### config.mk
export PLATFORM = sky130hd
export DESIGN_NAME = bbs_setpoint_reg
export DESIGN_NICKNAME = d
export VERILOG_FILES = /design/src/design/bbs_pkg.sv /design/src/design/bbs_blank_timer.sv /design/src/design/bbs_setpoint_reg.sv
export SDC_FILE = /design/constraint.sdc
export NUM_CORES = 1
export LEC_CHECK = 0
export BUFFER_PORTS_ARGS = -buffer_cell sky130_fd_sc_hd__clkbuf_2
export CAP_MARGIN = 20
export CORE_MARGIN = 1
export CORE_UTILIZATION = 40
export DETAILED_ROUTE_END_ITERATION = 7
export GPL_ROUTABILITY_DRIVEN = 0
export PLACE_DENSITY = 0.77
export SETUP_SLACK_MARGIN = 0.5
export SYNTH_ARGS = -nofsm -noshare
export SYNTH_HDL_FRONTEND = slang
export SYNTH_SLANG_ARGS = --single-unit
### constraint.sdc
create_clock -name clk_in -period 1.9 [get_ports clk_in]
set_clock_uncertainty 0.05 [all_clocks]
set_input_delay 0.38 -clock clk_in [delete_from_list [all_inputs] [get_ports clk_in]]
set_output_delay 0.38 -clock clk_in [all_outputs]
set_load 0.02 [all_outputs]
### src/design/bbs_pkg.sv
`default_nettype none
package bbs_pkg;
	localparam int          BBS_ADDR_W      = 8;
	localparam int          BBS_DATA_W      = 32;
	// register index and byte addresses
	localparam logic [7:0]  BBS_SETPOINT_IDX  = 8'h19;
	localparam logic [7:0]  BBS_SETPOINT_ADDR = 8'h64;
	localparam logic [7:0]  BBS_CTRL_ADDR     = 8'h80;
	localparam logic [7:0]  BBS_STAT_ADDR     = 8'h84;
	// setpoint fields
	localparam int          BBS_PSKIP_BIT   = 7;
	localparam int          BBS_RSVD_BIT    = 6;
	localparam int          BBS_CODE_HI     = 5;
	localparam logic [7:0]  BBS_RESET_VAL   = 8'h94;
	localparam logic [5:0]  BBS_CODE_MAX    = 6'h34;
	localparam logic [5:0]  BBS_CODE_RESET  = 6'h14;
	// ctrl/status fields
	localparam int          BBS_UNLOCK_BIT  = 0;
	localparam int          BBS_BLANK_BIT   = 0;
	localparam int          BBS_REJECT_BIT  = 1;
	localparam int          BBS_RSVDCODE_BIT = 2;
	// timing
	localparam int          BBS_CLK_MHZ     = 100;
	localparam int          BBS_BLANK_US    = 5000;
	localparam int          BBS_BLANK_CYC   = BBS_BLANK_US * BBS_CLK_MHZ;
	localparam int          BBS_CNT_W       = 20;
	// wait states
	localparam logic [1:0]  BBS_WAIT_CYC    = 2'h1;
	localparam logic [31:0] BBS_ZERO        = 32'h0;
endpackage : bbs_pkg
`default_nettype wire

### src/design/bbs_blank_timer.sv
`timescale 1ns/1ps
`default_nettype none
module bbs_blank_timer #(
	parameter int BLANK_CYCLES = bbs_pkg::BBS_BLANK_CYC
) (
	// clock and reset
	input  wire logic clk_in,
	input  wire logic rst_in,
	// control
	input  wire logic start_in,
	// status
	output var  logic blank_out
);
	import bbs_pkg::*;

	logic [BBS_CNT_W-1:0] count;

	// restart on every start_in pulse (each accepted setpoint write)
	always_ff @(posedge clk_in or posedge rst_in) begin
		if (rst_in) begin
			count <= '0;
		end else if (start_in) begin
			count <= BBS_CNT_W'(BLANK_CYCLES);
		end else if (count != '0) begin
			count <= count - 1'b1;
		end
	end

	always_ff @(posedge clk_in or posedge rst_in) begin
		if (rst_in) begin
			blank_out <= 1'b0;
		end else begin
			blank_out <= start_in || (count > BBS_CNT_W'(1));
		end
	end
endmodule // bbs_blank_timer
`default_nettype wire

### src/design/bbs_setpoint_reg.sv
`timescale 1ns/1ps
`default_nettype none
module bbs_setpoint_reg #(
	parameter int BLANK_CYCLES = bbs_pkg::BBS_BLANK_CYC
) (
	// clock and reset
	input  wire logic                            clk_in,
	input  wire logic                            rst_in,
	// avalon-mm slave
	input  wire logic [bbs_pkg::BBS_ADDR_W-1:0]  avs_address_in,
	input  wire logic                            avs_read_in,
	input  wire logic                            avs_write_in,
	input  wire logic [3:0]                      avs_byteenable_in,
	input  wire logic [bbs_pkg::BBS_DATA_W-1:0]  avs_writedata_in,
	output var  logic [bbs_pkg::BBS_DATA_W-1:0]  avs_readdata_out,
	output var  logic                            avs_waitrequest_out,
	output var  logic [1:0]                      avs_response_out,
	// device side
	input  wire logic                            unlock_in,
	input  wire logic                            default_select_resistor_in,
	input  wire logic [7:0]                      resistor_default_in,
	input  wire logic                            light_load_in,
	// converter controls
	output var  logic [5:0]                      setpoint_code_out,
	output var  logic                            pulse_skip_enable_out,
	output var  logic                            pulse_skip_active_out,
	output var  logic                            monitor_blank_out
);
	import bbs_pkg::*;

	typedef enum logic [1:0] {BBS_IDLE, BBS_WAIT, BBS_DONE} bbs_state_t;

	bbs_state_t state;
	logic [1:0] wait_cnt;
	logic       pulse_skip_enable;
	logic [5:0] setpoint_code;
	logic       loaded;
	logic       ctrl_unlock;
	logic       reject_flag;
	logic       rsvd_code_flag;
	logic       blank;
	logic       req;
	logic       accept;
	logic       sel_set;
	logic       sel_ctrl;
	logic       sel_stat;
	logic       wr_set_ok;
	logic       wr_set_bad;
	logic       clr_flags;

	assign req      = avs_read_in || avs_write_in;
	assign accept   = (state == BBS_WAIT) && (wait_cnt == '0);
	assign sel_set  = avs_address_in == BBS_SETPOINT_ADDR;
	assign sel_ctrl = avs_address_in == BBS_CTRL_ADDR;
	assign sel_stat = avs_address_in == BBS_STAT_ADDR;
	assign wr_set_ok  = accept && avs_write_in && sel_set
		&& avs_byteenable_in[0] && (unlock_in || ctrl_unlock);
	assign wr_set_bad = accept && avs_write_in && sel_set
		&& avs_byteenable_in[0] && !(unlock_in || ctrl_unlock);
	assign clr_flags  = accept && avs_write_in && sel_stat
		&& avs_byteenable_in[0];

	// bus handshake
	always_ff @(posedge clk_in or posedge rst_in) begin
		if (rst_in) begin
			state    <= BBS_IDLE;
			wait_cnt <= '0;
		end else begin
			unique case (state)
				BBS_IDLE: begin
					if (req) begin
						state    <= BBS_WAIT;
						wait_cnt <= BBS_WAIT_CYC;
					end
				end
				BBS_WAIT: begin
					if (wait_cnt == '0) begin
						state <= BBS_DONE;
					end else begin
						wait_cnt <= wait_cnt - 1'b1;
					end
				end
				BBS_DONE: begin
					state <= BBS_IDLE;
				end
				default: begin
					state <= BBS_IDLE;
				end
			endcase
		end
	end

	always_ff @(posedge clk_in or posedge rst_in) begin
		if (rst_in) begin
			avs_waitrequest_out <= 1'b1;
		end else begin
			avs_waitrequest_out <= !((state == BBS_WAIT) && (wait_cnt == 2'h1));
		end
	end

	// read data and response
	always_ff @(posedge clk_in or posedge rst_in) begin
		if (rst_in) begin
			avs_readdata_out <= BBS_ZERO;
			avs_response_out <= 2'h0;
		end else if ((state == BBS_WAIT) && (wait_cnt == 2'h1)) begin
			avs_readdata_out <= BBS_ZERO;
			avs_response_out <= 2'h0;
			if (sel_set) begin
				avs_readdata_out[7:0] <= {pulse_skip_enable, 1'b0,
					setpoint_code};
			end else if (sel_ctrl) begin
				avs_readdata_out[BBS_UNLOCK_BIT] <= ctrl_unlock;
			end else if (sel_stat) begin
				avs_readdata_out[BBS_BLANK_BIT]    <= blank;
				avs_readdata_out[BBS_REJECT_BIT]   <= reject_flag;
				avs_readdata_out[BBS_RSVDCODE_BIT] <= rsvd_code_flag;
			end else begin
				avs_response_out <= 2'h2;
			end
		end
	end

	// control register
	always_ff @(posedge clk_in or posedge rst_in) begin
		if (rst_in) begin
			ctrl_unlock <= 1'b0;
		end else if (accept && avs_write_in && sel_ctrl
			&& avs_byteenable_in[0]) begin
			ctrl_unlock <= avs_writedata_in[BBS_UNLOCK_BIT];
		end
	end

	// setpoint register
	always_ff @(posedge clk_in or posedge rst_in) begin
		if (rst_in) begin
			pulse_skip_enable <= BBS_RESET_VAL[BBS_PSKIP_BIT];
			setpoint_code     <= BBS_RESET_VAL[BBS_CODE_HI:0];
			loaded            <= 1'b0;
		end else if (!loaded) begin
			loaded <= 1'b1;
			if (default_select_resistor_in) begin
				pulse_skip_enable <= resistor_default_in[BBS_PSKIP_BIT];
				setpoint_code     <= resistor_default_in[BBS_CODE_HI:0];
			end
		end else if (wr_set_ok) begin
			pulse_skip_enable <= avs_writedata_in[BBS_PSKIP_BIT];
			setpoint_code     <= avs_writedata_in[BBS_CODE_HI:0];
		end
	end

	// status flags, set wins over clear
	always_ff @(posedge clk_in or posedge rst_in) begin
		if (rst_in) begin
			reject_flag    <= 1'b0;
			rsvd_code_flag <= 1'b0;
		end else begin
			if (wr_set_bad) begin
				reject_flag <= 1'b1;
			end else if (clr_flags && avs_writedata_in[BBS_REJECT_BIT]) begin
				reject_flag <= 1'b0;
			end
			if (wr_set_ok && (avs_writedata_in[BBS_CODE_HI:0] > BBS_CODE_MAX)) begin
				rsvd_code_flag <= 1'b1;
			end else if (clr_flags && avs_writedata_in[BBS_RSVDCODE_BIT]) begin
				rsvd_code_flag <= 1'b0;
			end
		end
	end

	bbs_blank_timer #(
		.BLANK_CYCLES (BLANK_CYCLES)
	) u_blank (
		.clk_in    (clk_in),
		.rst_in    (rst_in),
		.start_in  (wr_set_ok),
		.blank_out (blank)
	);

	// converter outputs
	always_ff @(posedge clk_in or posedge rst_in) begin
		if (rst_in) begin
			setpoint_code_out     <= BBS_CODE_RESET;
			pulse_skip_enable_out <= 1'b1;
			pulse_skip_active_out <= 1'b0;
			monitor_blank_out     <= 1'b0;
		end else begin
			setpoint_code_out     <= setpoint_code;
			pulse_skip_enable_out <= pulse_skip_enable;
			pulse_skip_active_out <= pulse_skip_enable && light_load_in;
			monitor_blank_out     <= blank;
		end
	end

	// blanking cycles seen since the last accepted write
	logic [BBS_CNT_W-1:0] blank_seen;

	always_ff @(posedge clk_in or posedge rst_in) begin
		if (rst_in) begin
			blank_seen <= '0;
		end else if (wr_set_ok) begin
			blank_seen <= '0;
		end else if (monitor_blank_out) begin
			blank_seen <= blank_seen + 1'b1;
		end
	end

	// assertions
	write_refused_a: assert property (
		@(posedge clk_in) disable iff (rst_in)
		wr_set_bad |=> $stable(setpoint_code) && $stable(pulse_skip_enable))
		else $error("locked write changed setpoint");
	write_taken_a: assert property (
		@(posedge clk_in) disable iff (rst_in)
		wr_set_ok |=>
		setpoint_code == $past(avs_writedata_in[BBS_CODE_HI:0]))
		else $error("setpoint not stored");
	pskip_taken_a: assert property (
		@(posedge clk_in) disable iff (rst_in)
		wr_set_ok |=>
		pulse_skip_enable == $past(avs_writedata_in[BBS_PSKIP_BIT]))
		else $error("pulse-skip bit not stored");
	blank_start_a: assert property (
		@(posedge clk_in) disable iff (rst_in)
		wr_set_ok |=> ##1 monitor_blank_out [*8])
		else $error("blanking not started");
	reserved_zero_a: assert property (
		@(posedge clk_in) disable iff (rst_in)
		accept && avs_read_in && sel_set |-> !avs_readdata_out[BBS_RSVD_BIT])
		else $error("reserved bit reads one");
	pskip_gate_a: assert property (
		@(posedge clk_in) disable iff (rst_in)
		pulse_skip_active_out |-> $past(pulse_skip_enable && light_load_in))
		else $error("pulse-skip without enable");
	reset_value_a: assert property (
		@(posedge clk_in)
		$fell(rst_in) && !default_select_resistor_in |->
		{pulse_skip_enable, 1'b0, setpoint_code} == BBS_RESET_VAL)
		else $error("wrong reset value");
	strap_load_a: assert property (
		@(posedge clk_in) disable iff (rst_in)
		!loaded && default_select_resistor_in |=>
		setpoint_code == $past(resistor_default_in[BBS_CODE_HI:0]))
		else $error("resistor default not loaded");
	one_wait_a: assert property (
		@(posedge clk_in) disable iff (rst_in)
		state == BBS_IDLE && req |-> ##2 !avs_waitrequest_out)
		else $error("waitrequest not released");
	wait_pulse_a: assert property (
		@(posedge clk_in) disable iff (rst_in)
		!avs_waitrequest_out |=> avs_waitrequest_out)
		else $error("waitrequest low for two cycles");
	idle_wait_a: assert property (
		@(posedge clk_in) disable iff (rst_in)
		state == BBS_IDLE |-> avs_waitrequest_out)
		else $error("waitrequest low while idle");
	unmapped_resp_a: assert property (
		@(posedge clk_in) disable iff (rst_in)
		accept && !(sel_set || sel_ctrl || sel_stat) |->
		avs_response_out == 2'h2 && avs_readdata_out == BBS_ZERO)
		else $error("unmapped access not flagged");
	upper_zero_a: assert property (
		@(posedge clk_in) disable iff (rst_in)
		accept && avs_read_in && sel_set |->
		avs_readdata_out[BBS_DATA_W-1:BBS_PSKIP_BIT+1] == '0)
		else $error("setpoint read has upper bits set");
	strap_off_a: assert property (
		@(posedge clk_in) disable iff (rst_in)
		!loaded && !default_select_resistor_in |=>
		setpoint_code == BBS_RESET_VAL[BBS_CODE_HI:0])
		else $error("reset value lost without resistor default");
	reject_set_a: assert property (
		@(posedge clk_in) disable iff (rst_in)
		wr_set_bad |-> avs_response_out == 2'h0 ##1 reject_flag)
		else $error("refused write not reported");
	rsvd_flag_a: assert property (
		@(posedge clk_in) disable iff (rst_in)
		wr_set_ok && avs_writedata_in[BBS_CODE_HI:0] > BBS_CODE_MAX |=>
		rsvd_code_flag)
		else $error("reserved code not flagged");
	code_follow_a: assert property (
		@(posedge clk_in) disable iff (rst_in)
		setpoint_code_out == $past(setpoint_code))
		else $error("setpoint code output lags");
	pskip_follow_a: assert property (
		@(posedge clk_in) disable iff (rst_in)
		pulse_skip_enable_out == $past(pulse_skip_enable))
		else $error("pulse-skip output lags");
	pskip_off_a: assert property (
		@(posedge clk_in) disable iff (rst_in)
		!pulse_skip_enable_out |-> !pulse_skip_active_out)
		else $error("pulse-skip active while disabled");
	blank_cause_a: assert property (
		@(posedge clk_in) disable iff (rst_in)
		$rose(monitor_blank_out) |-> $past(wr_set_ok, 2))
		else $error("blanking without a write");
	blank_len_a: assert property (
		@(posedge clk_in) disable iff (rst_in)
		$fell(monitor_blank_out) && !$past(wr_set_ok) |->
		blank_seen >= BBS_CNT_W'(BLANK_CYCLES) &&
		blank_seen <= BBS_CNT_W'(BLANK_CYCLES + 1))
		else $error("blanking length wrong");

	write_cov_c: cover property (@(posedge clk_in) disable iff (rst_in) wr_set_ok);
	refuse_cov_c: cover property (@(posedge clk_in) disable iff (rst_in) wr_set_bad);
	rewrite_cov_c: cover property (@(posedge clk_in) disable iff (rst_in)
		wr_set_ok && monitor_blank_out);
	unmapped_cov_c: cover property (@(posedge clk_in) disable iff (rst_in)
		accept && !(sel_set || sel_ctrl || sel_stat));
	strap_cov_c: cover property (@(posedge clk_in) disable iff (rst_in)
		!loaded && default_select_resistor_in);
endmodule // bbs_setpoint_reg
`default_nettype wire

==> run metrics, run 1 <==
total track usage 22.07%; die area 7649 sq um; I/O pin cnt 103; CP max-delay cell or4_4; Worst EP required 2.05 ns; final cycle utilization of the critical path 108.3%; Pleak 1.792 nW; Synth Flop Type dfrtp_1; max-slew violation count 0; DR pass1 iterations 5; cell count after synthesis 281; worst min-delay path class input port to async pin; Critical Path End Type register; HPWL reported at the end of detailed placement 5067 um; number of hold violations in the final report 0; unrepaired setup endpoints after global routing true; status complete, but fails checks; CP Data Arrival Time 2.21 ns; number of buffers added to fix hold violations after cts 0; critical path class register to register; clk sink count 54; setup violators final 11; die span in x 87.46 um; gr ovfl total 0; PortBufs 47; delay of the slowest critical-path stage 0.60 ns; Routed Antenna Nets 0; via count 2650; Core Area 6907 sq um; Max Clk Rate 485.9 MHz; Layout Cells excl Fill 483; synthesized area per cell 10.40 sq um; Ant. Diodes 0; Root Buffer clkbuf_8; Setup crit start kind register; max cap viols 0; sequential element share of the synthesized area 46.55%; Post-synth EDFFs 0; Final min period 2.058 ns; WL final 8237 um; CP cell instances or4_4, buf_6, nor4_4, buf_6, buf_12, or4b_4, a21oi_2; Iter 0 DRT Violations 154; most frequent cells in the layout dfrtp_1 (46), clkbuf_2 (43), buf_4 (38); Die Height 87.46 um; number of remaining DRC errors 0; commonest non-fill, non-tap cell in the layout dfrtp_1; Yosys Warn Count 0; Cell Area, Placed 3457 sq um; setup ws final -0.1580 ns; FF+latch count, synth 54; Via density 5.487; clk buf depth 2; vias in the first global route 2698; Cell variety after synth 62; Worst VDD drop 0.5140 mV; PwrDens 797.7 nW/um^2; largest net degree at the start of global routing 32; share of layout cells above drive strength 1 53.49%; Inst Count DP 454; Skew-Pair Late Insertion Delay 0.33 ns; worst-margin pin slew 0.5249 ns; Synth async-reset ratio 100.0%; initial antenna violation count 0; most frequent CP cell buf_6; CTS tree yes; violated checks negative setup slack; Final Total Pwr 3.353 mW; H-tree levels 2; CP Max Fanout 8; first-pass GRT wire length 12810 um; Mapped Area 2922 sq um; drt wl/cell 17.05 um; nets@finish 450; TritonCTS Buffers 5; WP buf/inv 3; row count 30; Starting Density 42.30%; design area 4203 sq um; CP top delay family simple AND/OR/NAND/NOR gates; Hold Worst Slack 0.01916 ns; clock slew at reported path FFs 0.11 ns; Layout area overhead 43.85%; normalized max-slew margin 64.93%
kinds of logic (layout without fill, tap and decap cells):
kind of cell             Yosys count  after routing  synth area share, %
AND/OR/NAND/NOR                   91             92                20.94
AO/OA/AOI/OAI                     72             72                16.49
flip-flops                        54             54                46.55
buffers and inverters             47            127                10.11
multiplexers                      10             10                3.512
adder cells (fa/ha/maj)            5              5                2.141
other                              2             27               0.2571
final timing paths:
| kind | startpoint | end | slack (ns) | cells after the start |
|---|---|---|---|---|
| worst min register to register | setpoint_code[4]$_DFFE_PP1P_ | setpoint_code_out[4]$_DFF_PP1_ | 0.35 | 0 |
| worst max register to register | u_blank.count[11]$_DFFE_PP0P_ | u_blank.count[12]$_DFFE_PP0P_ | -0.16 | 7 |
| max in group asynchronous | rst_in | setpoint_code[2]$_DFFE_PP1P_ | 1.18 | 3 |
| worst min-delay path | rst_in | setpoint_code_out[0]$_DFF_PP0_ | 0.02 | 2 |
| min in group clk_in | light_load_in | pulse_skip_active_out$_DFF_PP0_ | 0.24 | 2 |
| worst max-delay path | u_blank.count[11]$_DFFE_PP0P_ | u_blank.count[12]$_DFFE_PP0P_ | -0.16 | 7 |
layer usage:
metal	up-vias	global-route usage, %	wire (um)
li1	1203	-	-
met1	1320	27.33	3379
met2	112	37.86	4253
met3	15	4.455	444
met4	0	8.346	159
met5	-	0	0
worst register-to-register path, delay by kind of cell (launching register included):
| kind | cells | cell delay (ns) |
|---|---|---|
| AO/OA/AOI/OAI | 1 | 0.04 |
| flip-flops | 1 | 0.41 |
| AND/OR/NAND/NOR | 3 | 0.96 |
| buffers and inverters | 3 | 0.47 |
timing repair:
| item | 4_1_cts | 5_1_grt |
|---|---|---|
| setup endpoints to repair | 45 | 45 |
| pin swaps | 39 | 23 |
| resized for setup | 75 | 46 |
| endpoints found under the hold margin | 0 | 0 |
| setup buffers | 10 | 10 |
| gates cloned | 1 | 0 |
stage by stage:
| stage | TNS (ns) | util (%) | worst slack (ns) |
|---|---|---|---|
| detailed placement | -6.609 | 50.05 | -0.2897 |
| global placement | -5.112 | 50.05 | -0.2537 |
| finish | -1.104 | 60.85 | -0.1580 |
| global route | -1.739 | 60.85 | -0.2104 |
| CTS | -0.3320 | 57.10 | -0.1261 |
| floorplan | -2.583 | - | -0.1571 |
final cells by class:
class | instances | area [sq um]
Inverter | 13 | 52.55
Tap cell | 96 | 120.1
Clock inverter | 3 | 26.28
Fill cell | 549 | 2704
Multi-Input combinational cell | 206 | 1755
Clock buffer | 5 | 68.82
Timing Repair Buffer | 106 | 818.3
Sequential cell | 54 | 1361
Yosys cell counts (all sizes together) (4+ instances only):
library cell   n  area share (%)
or3            5             1.1
dfrtp         47              40
dfstp          7             6.3
nand2         18             2.3
nor3           8             1.5
o21ai         27             4.6
o221a          6             2.3
a21oi         14             2.4
nand4          7             1.5
buf           31             8.1
nand3          9             2.0
inv           13             1.7
ha             5             2.1
nor2           5            0.90
nor4           4             1.4
nand2b         7             1.5
or4            7             1.9
o31ai          6             1.5
mux2i          8             2.7
registers in the layout (all words and copies together) (netlist names):
register and cells:
loaded 1, ctrl_unlock 1, avs_readdata_out 7, avs_response_out 1
pulse_skip_active_out 1, wait_cnt 2, rsvd_code_flag 1, monitor_blank_out 1
pulse_skip_enable_out 1, pulse_skip_enable 1, state 2, u_blank.blank_out 1
setpoint_code_out 6, u_blank.count 20, setpoint_code 6, avs_waitrequest_out 1
reject_flag 1
where the power goes:
group	switching (mW)	internal (mW)	total [mW]
registers	0.152	1.33	1.48
logic	0.637	0.546	1.18
clock network	0.420	0.272	0.692
total	1.21	2.14	3.35
Power figures use the tool's default switching activity.
==> run 2, diff against run 1 <==
- SYNTH_HIERARCHICAL: default -> 1
==> run 2 against run 1 <==
  * The run ends with negative hold slack, negative setup slack left
  * Via count is 2.3% lower
  * Global-route usage is 2.1 points lower
  * Non-clock buffer count is 17 higher
  * Die area is 0.60% higher
  * Combinational power is 36% higher
  * Count of clock-buffer cells in the layout stayed put
  * Sequential share of layout area is 1.8 points lower
  * Design area is 5.9% higher
  * Clock power is 2% higher
  * Final cell count is 1.7% higher
  * Flip-flop and latch count stayed put
  * Synthesized area is 0.60% higher
  * Largest power group is now combinational logic
  * Highest routed layer unchanged
==> run metrics, run 2 <==
clock slew at reported path FFs 0.12 ns; Final min period 1.991 ns; share of layout cells above drive strength 1 58.23%; Hold Worst Slack -0.01467 ns; WL final 8312 um; Worst VDD drop 0.5657 mV; cell count after synthesis 274; drt wl/cell 16.93 um; Layout Cells excl Fill 491; worst slack, placed -0.09938 ns; biggest regs u_blank/count: 20 flops, avs_readdata_out: 7 flops; Mapped Area 2939 sq um; delay of the slowest critical-path stage 0.54 ns; Layout area overhead 51.43%; max cap viols 0; top cell type's share of synthesized area 40.02%; PortBufs 47; Post-synth EDFFs 0; first-pass GRT wire length 11780 um; number of remaining DRC errors 0; via count 2590; clk sink count 54; leading cell types by total area after synthesis dfrtp_1 (40%), mux2_2 (8.0%), buf_4 (6.6%); max reg flops 20; setup violators final 7; Critical Path End Type register; I/O pin cnt 103; total track usage 19.94%; Cell variety after synth 56; largest net degree at the start of global routing 34; nets@finish 458; commonest non-fill, non-tap cell in the layout buf_4; CP Data Arrival Time 2.15 ns; Starting Density 42.32%; number of buffers added to fix hold violations after cts 0; Max Clk Rate 502.4 MHz; row count 30; Final Total Pwr 3.878 mW; clk buf depth 2; number of hold violations in the final report 6; worst min-delay path class input port to async pin; CP max-delay cell or4_4; sequential element share of the synthesized area 46.28%; CP Max Fanout 3; setup ws final -0.09063 ns; PwrDens 871.3 nW/um^2; count leader, synth dfrtp_1; CP cell instances or4_4, or3_1, a31oi_1, mux2_2; FF+latch count, synth 54; final cycle utilization of the critical path 104.8%; gr ovfl total 0; Cell Area, Placed 3601 sq um; vias in the first global route 2495; design area 4451 sq um; critical path class register to register; unrepaired setup endpoints after global routing true; HPWL reported at the end of detailed placement 4854 um; die span in x 87.72 um; Yosys Warn Count 6; setup TNS -0.3311 ns; violated checks negative hold slack, negative setup slack; Inst Count DP 451; Pleak 1.927 nW; # fillers 486; die area 7695 sq um; DR pass1 iterations 4; final core occ 64.09%; Root Buffer clkbuf_8; max-slew violation count 0; Synth Flop Type dfrtp_1; Via density 5.275; Die Height 87.72 um; CTS tree yes; Iter 0 DRT Violations 123; H-tree levels 2; post-synth top area cell dfrtp_1; Core Area 6944 sq um; Post-synth top cells dfrtp_1 (47), buf_4 (26), mux2_2 (21); Ant. Diodes 0; initial antenna violation count 0; TritonCTS Buffers 5; Routed Antenna Nets 0; status complete, but fails checks; synthesized area per cell 10.73 sq um; reg2reg path depth 4; Worst EP required 2.05 ns; Largest Register u_blank/count; Synth async-reset ratio 100.0%; Setup crit start kind register; most frequent cells in the layout buf_4 (46), dfrtp_1 (45), clkbuf_2 (43); Skew-Pair Late Insertion Delay 0.31 ns
-- run 2: cell count changes after synthesis, moves of 6 or more --
cell and delta:
o221a_2 -6, mux2_2 +19, o21ai_0 -22, nor2_1 +11, nand4_1 -6, nand2b_1 -6
mux2i_1 -6, nand2_1 -8
-- run 2: worst paths after layout --
kind / startpoint / endpoint / slack [ns]
worst max-delay path: u_blank/count[3]$_DFFE_PP0P_ / u_blank/count[7]$_DFFE_PP0P_ / -0.09
worst min-delay path: rst_in / u_blank/count[3]$_DFFE_PP0P_ / -0.01
worst max register to register: u_blank/count[3]$_DFFE_PP0P_ / u_blank/count[7]$_DFFE_PP0P_ / -0.09
worst min register to register: setpoint_code[4]$_DFFE_PP1P_ / setpoint_code_out[4]$_DFF_PP1_ / 0.33
max in group asynchronous: rst_in / u_blank/count[12]$_DFFE_PP0P_ / 1.29
min in group clk_in: light_load_in / pulse_skip_active_out$_DFF_PP0_ / 0.22
-- run 2: what timing repair did --
item / CTS / global route
pin swaps: 13 / 13
setup endpoints to repair: 43 / 44
cloned: 1 / 0
setup buffers: 20 / 11
gates resized for setup: 64 / 46
-- run 2: power breakdown --
part | switching, mW | internal (mW) | leakage, nW | total, mW
Sequential | 0.192 | 1.37 | 0.626 | 1.56
Combinational | 0.773 | 0.838 | 1.25 | 1.61
Clock | 0.430 | 0.277 | 0.0506 | 0.708
-- run 2: cell type report --
type                       instances  area, sq um  share of cell area (%)
sequential                        54         1363                   30.62
clock inverter                     3        28.78                  0.6466
timing repair buffer             123         1005                   22.58
multi-input combinational        197         1803                   40.51
inverter                          13        62.56                   1.406
clock buffer                       5        68.82                   1.546
tap                               96        120.1                   2.699
-- run 2: routing by layer --
layer	GRT usage, %	vias up	wire length, um
li1	-	1202	-
met1	24.36	1255	3288
met2	35.52	101	4346
met3	2.922	32	325
met4	7.452	0	351
met5	0	-	0
-- run 2: kinds of logic after synthesis --
kind of cell / synth area share (%)
other: 0.2555
DFF: 46.28
adders and majority gates: 2.129
buffers and inverters: 9.579
and+or+nand+nor: 19.92
AOI/OAI and AO/OA: 13.11
muxes: 8.727
-- run 2: critical path: cells and delay by family, from the launching register on --
family / cells / cell delay, ns
AND/OR/NAND/NOR: 2 / 0.88
flip-flops: 1 / 0.44
AO/OA/AOI/OAI: 1 / 0.16
multiplexers: 1 / 0.35
==> run 3, diff against run 2 <==
- PLACE_DENSITY: 0.77 -> 0.79
==> run 3 against run 2 <==
  * The run ends with negative setup slack left
  * Design area is 2.4% higher
  * First-iteration DRC count is 14% lower
  * Wire length is 4.1% higher
  * Clock power hardly changed
  * Via count is 2.0% higher
  * Global-route usage is 0.67 points higher
  * Critical endpoint is now u_blank/count[18]$_DFFE_PP0P_
  * Largest power group unchanged
==> run metrics, run 3 (synthesized netlist as in run 2, its figures left out) <==
status complete, but fails checks; violated checks negative setup slack; Die Height 87.72 um; largest net degree at the start of global routing 34; worst min-delay path class input port to register; final cycle utilization of the critical path 107.1%; Layout area overhead 55.13%; clk sink count 54; drt wl/cell 17.62 um; initial antenna violation count 0; logic gate share of total power 41.5%; H-tree levels 2; switching pwr 1.440 mW; Ant. Diodes 0; clk buf depth 2; Root Buffer clkbuf_8; switching share of power 36.92%; die area 7695 sq um; via count 2642; die span in x 87.72 um; max cap viols 0; Pleak 1.944 nW; clock slew at reported path FFs 0.11 ns; row count 30; unrepaired setup endpoints after global routing true; Skew-Pair Late Insertion Delay 0.32 ns; Via density 5.381; Max Clk Rate 491.2 MHz; I/O pin cnt 103; PortBufs 47; CP Data Arrival Time 2.24 ns; nets@finish 458; first-pass GRT wire length 12130 um; setup violators final 5; vias in the first global route 2593; critical path class register to register; PwrDens 855.2 nW/um^2; share of layout cells above drive strength 1 61.27%; Final min period 2.036 ns; biggest regs u_blank/count: 20 flops, avs_readdata_out: 7 flops; Iter 0 DRT Violations 106; commonest non-fill, non-tap cell in the layout buf_4; Clk pwr share 18.2%; Core Area 6944 sq um; final core occ 65.66%; CTS tree yes; max-slew violation count 0; Internal 2.459 mW; Setup crit start kind register; WL final 8650 um; TritonCTS Buffers 5; Largest Register u_blank/count; number of hold violations in the final report 0; max reg flops 20; Routed Antenna Nets 0; most frequent cells in the layout buf_4 (46), dfrtp_1 (43), clkbuf_2 (43); HPWL reported at the end of detailed placement 5019 um; total track usage 20.61%; number of remaining DRC errors 0; setup ws final -0.1357 ns; CP max-delay cell or4_4; most frequent CP cell or4_4; worst slack, placed -0.1289 ns; CP top delay family simple AND/OR/NAND/NOR gates; Worst EP required 2.10 ns; CP Max Fanout 3; Critical Path End Type register; DR pass1 iterations 4; delay of the slowest critical-path stage 0.55 ns; Starting Density 42.32%; CP cell instances or4_4, or4_4, or4_1, nand3_1; Worst VDD drop 0.5885 mV; reg-to-reg slack, setup -0.14 ns; gr ovfl total 0; WP buf/inv 0; Flop pwr share 40.4%
## run 3: cell types whose count changed in the layout (fill, tap and decap cells not counted), sizes merged
cell,delta
buf,-1
clkinv,+1
dlygate4sd3,+1
inv,-1
## run 3: metrics by stage
step / cells / TNS, ns / power, mW / hold slack, ns / area [sq um]
finish: 491 / -0.3110 / 3.899 / 0.2142 / 4559
global route: 491 / -0.8698 / 4.079 / 0.2144 / 4559
CTS: 481 / -0.1789 / 3.563 / 0.2113 / 4215
detailed placement: 452 / -0.5288 / 2.550 / 0.3074 / 3608
global placement: 452 / -0.2158 / 2.492 / 0.3094 / 3608
floorplan: 299 / -0.2731 / 2.225 / 0.2986 / 3182
## run 3: cell type report
| type | instances | area [sq um] |
|---|---|---|
| Clock inverter | 3 | 28.78 |
| Clock buffer | 5 | 68.82 |
| Timing Repair Buffer | 123 | 1003 |
| Sequential cell | 54 | 1365 |
| Inverter | 13 | 57.56 |
| Tap cell | 96 | 120.1 |
| Multi-Input combinational cell | 197 | 1916 |
| Fill cell | 475 | 2385 |
## run 3: worst paths after layout
kind,startpoint,endpoint,cells past startpoint
setup / recovery,u_blank/count[14]$_DFFE_PP0P_,u_blank/count[18]$_DFFE_PP0P_,4
hold / removal,light_load_in,pulse_skip_active_out$_DFF_PP0_,2
setup reg to reg,u_blank/count[14]$_DFFE_PP0P_,u_blank/count[18]$_DFFE_PP0P_,4
hold reg to reg,u_blank/blank_out$_DFF_PP0_,monitor_blank_out$_DFF_PP0_,0
max in group asynchronous,rst_in,u_blank/count[12]$_DFFE_PP0P_,4
min in group asynchronous,rst_in,u_blank/count[2]$_DFFE_PP0P_,3
## run 3: layer usage
metal / vias to the layer above / GRT usage (%) / part of all wire, %
li1: 1198 / - / -
met1: 1315 / 23.38 / 39
met2: 103 / 38.41 / 54
met3: 26 / 4.053 / 3.9
met4: 0 / 7.004 / 3.2
met5: - / 0 / 0
## run 3: what timing repair did
action                                  in CTS  in global routing
pin swaps                                   25                 19
setup buffers                               19                 10
gates cloned                                 1                  0
hold buffers                                 1                  0
gates resized for setup                     67                 59
endpoints found under the hold margin        9                  0
endpoints found under the setup margin      42                 45
## run 3: power groups by stage
| stage | logic [mW] | registers, mW | clock network, mW |
|---|---|---|---|
| floorplan | 0.616 | 1.61 | 0 |
| global placement | 0.956 | 1.54 | 0 |
| detailed placement | 0.998 | 1.55 | 0 |
| CTS | 1.31 | 1.54 | 0.714 |
| global route | 1.72 | 1.60 | 0.758 |
| finish | 1.62 | 1.57 | 0.708 |
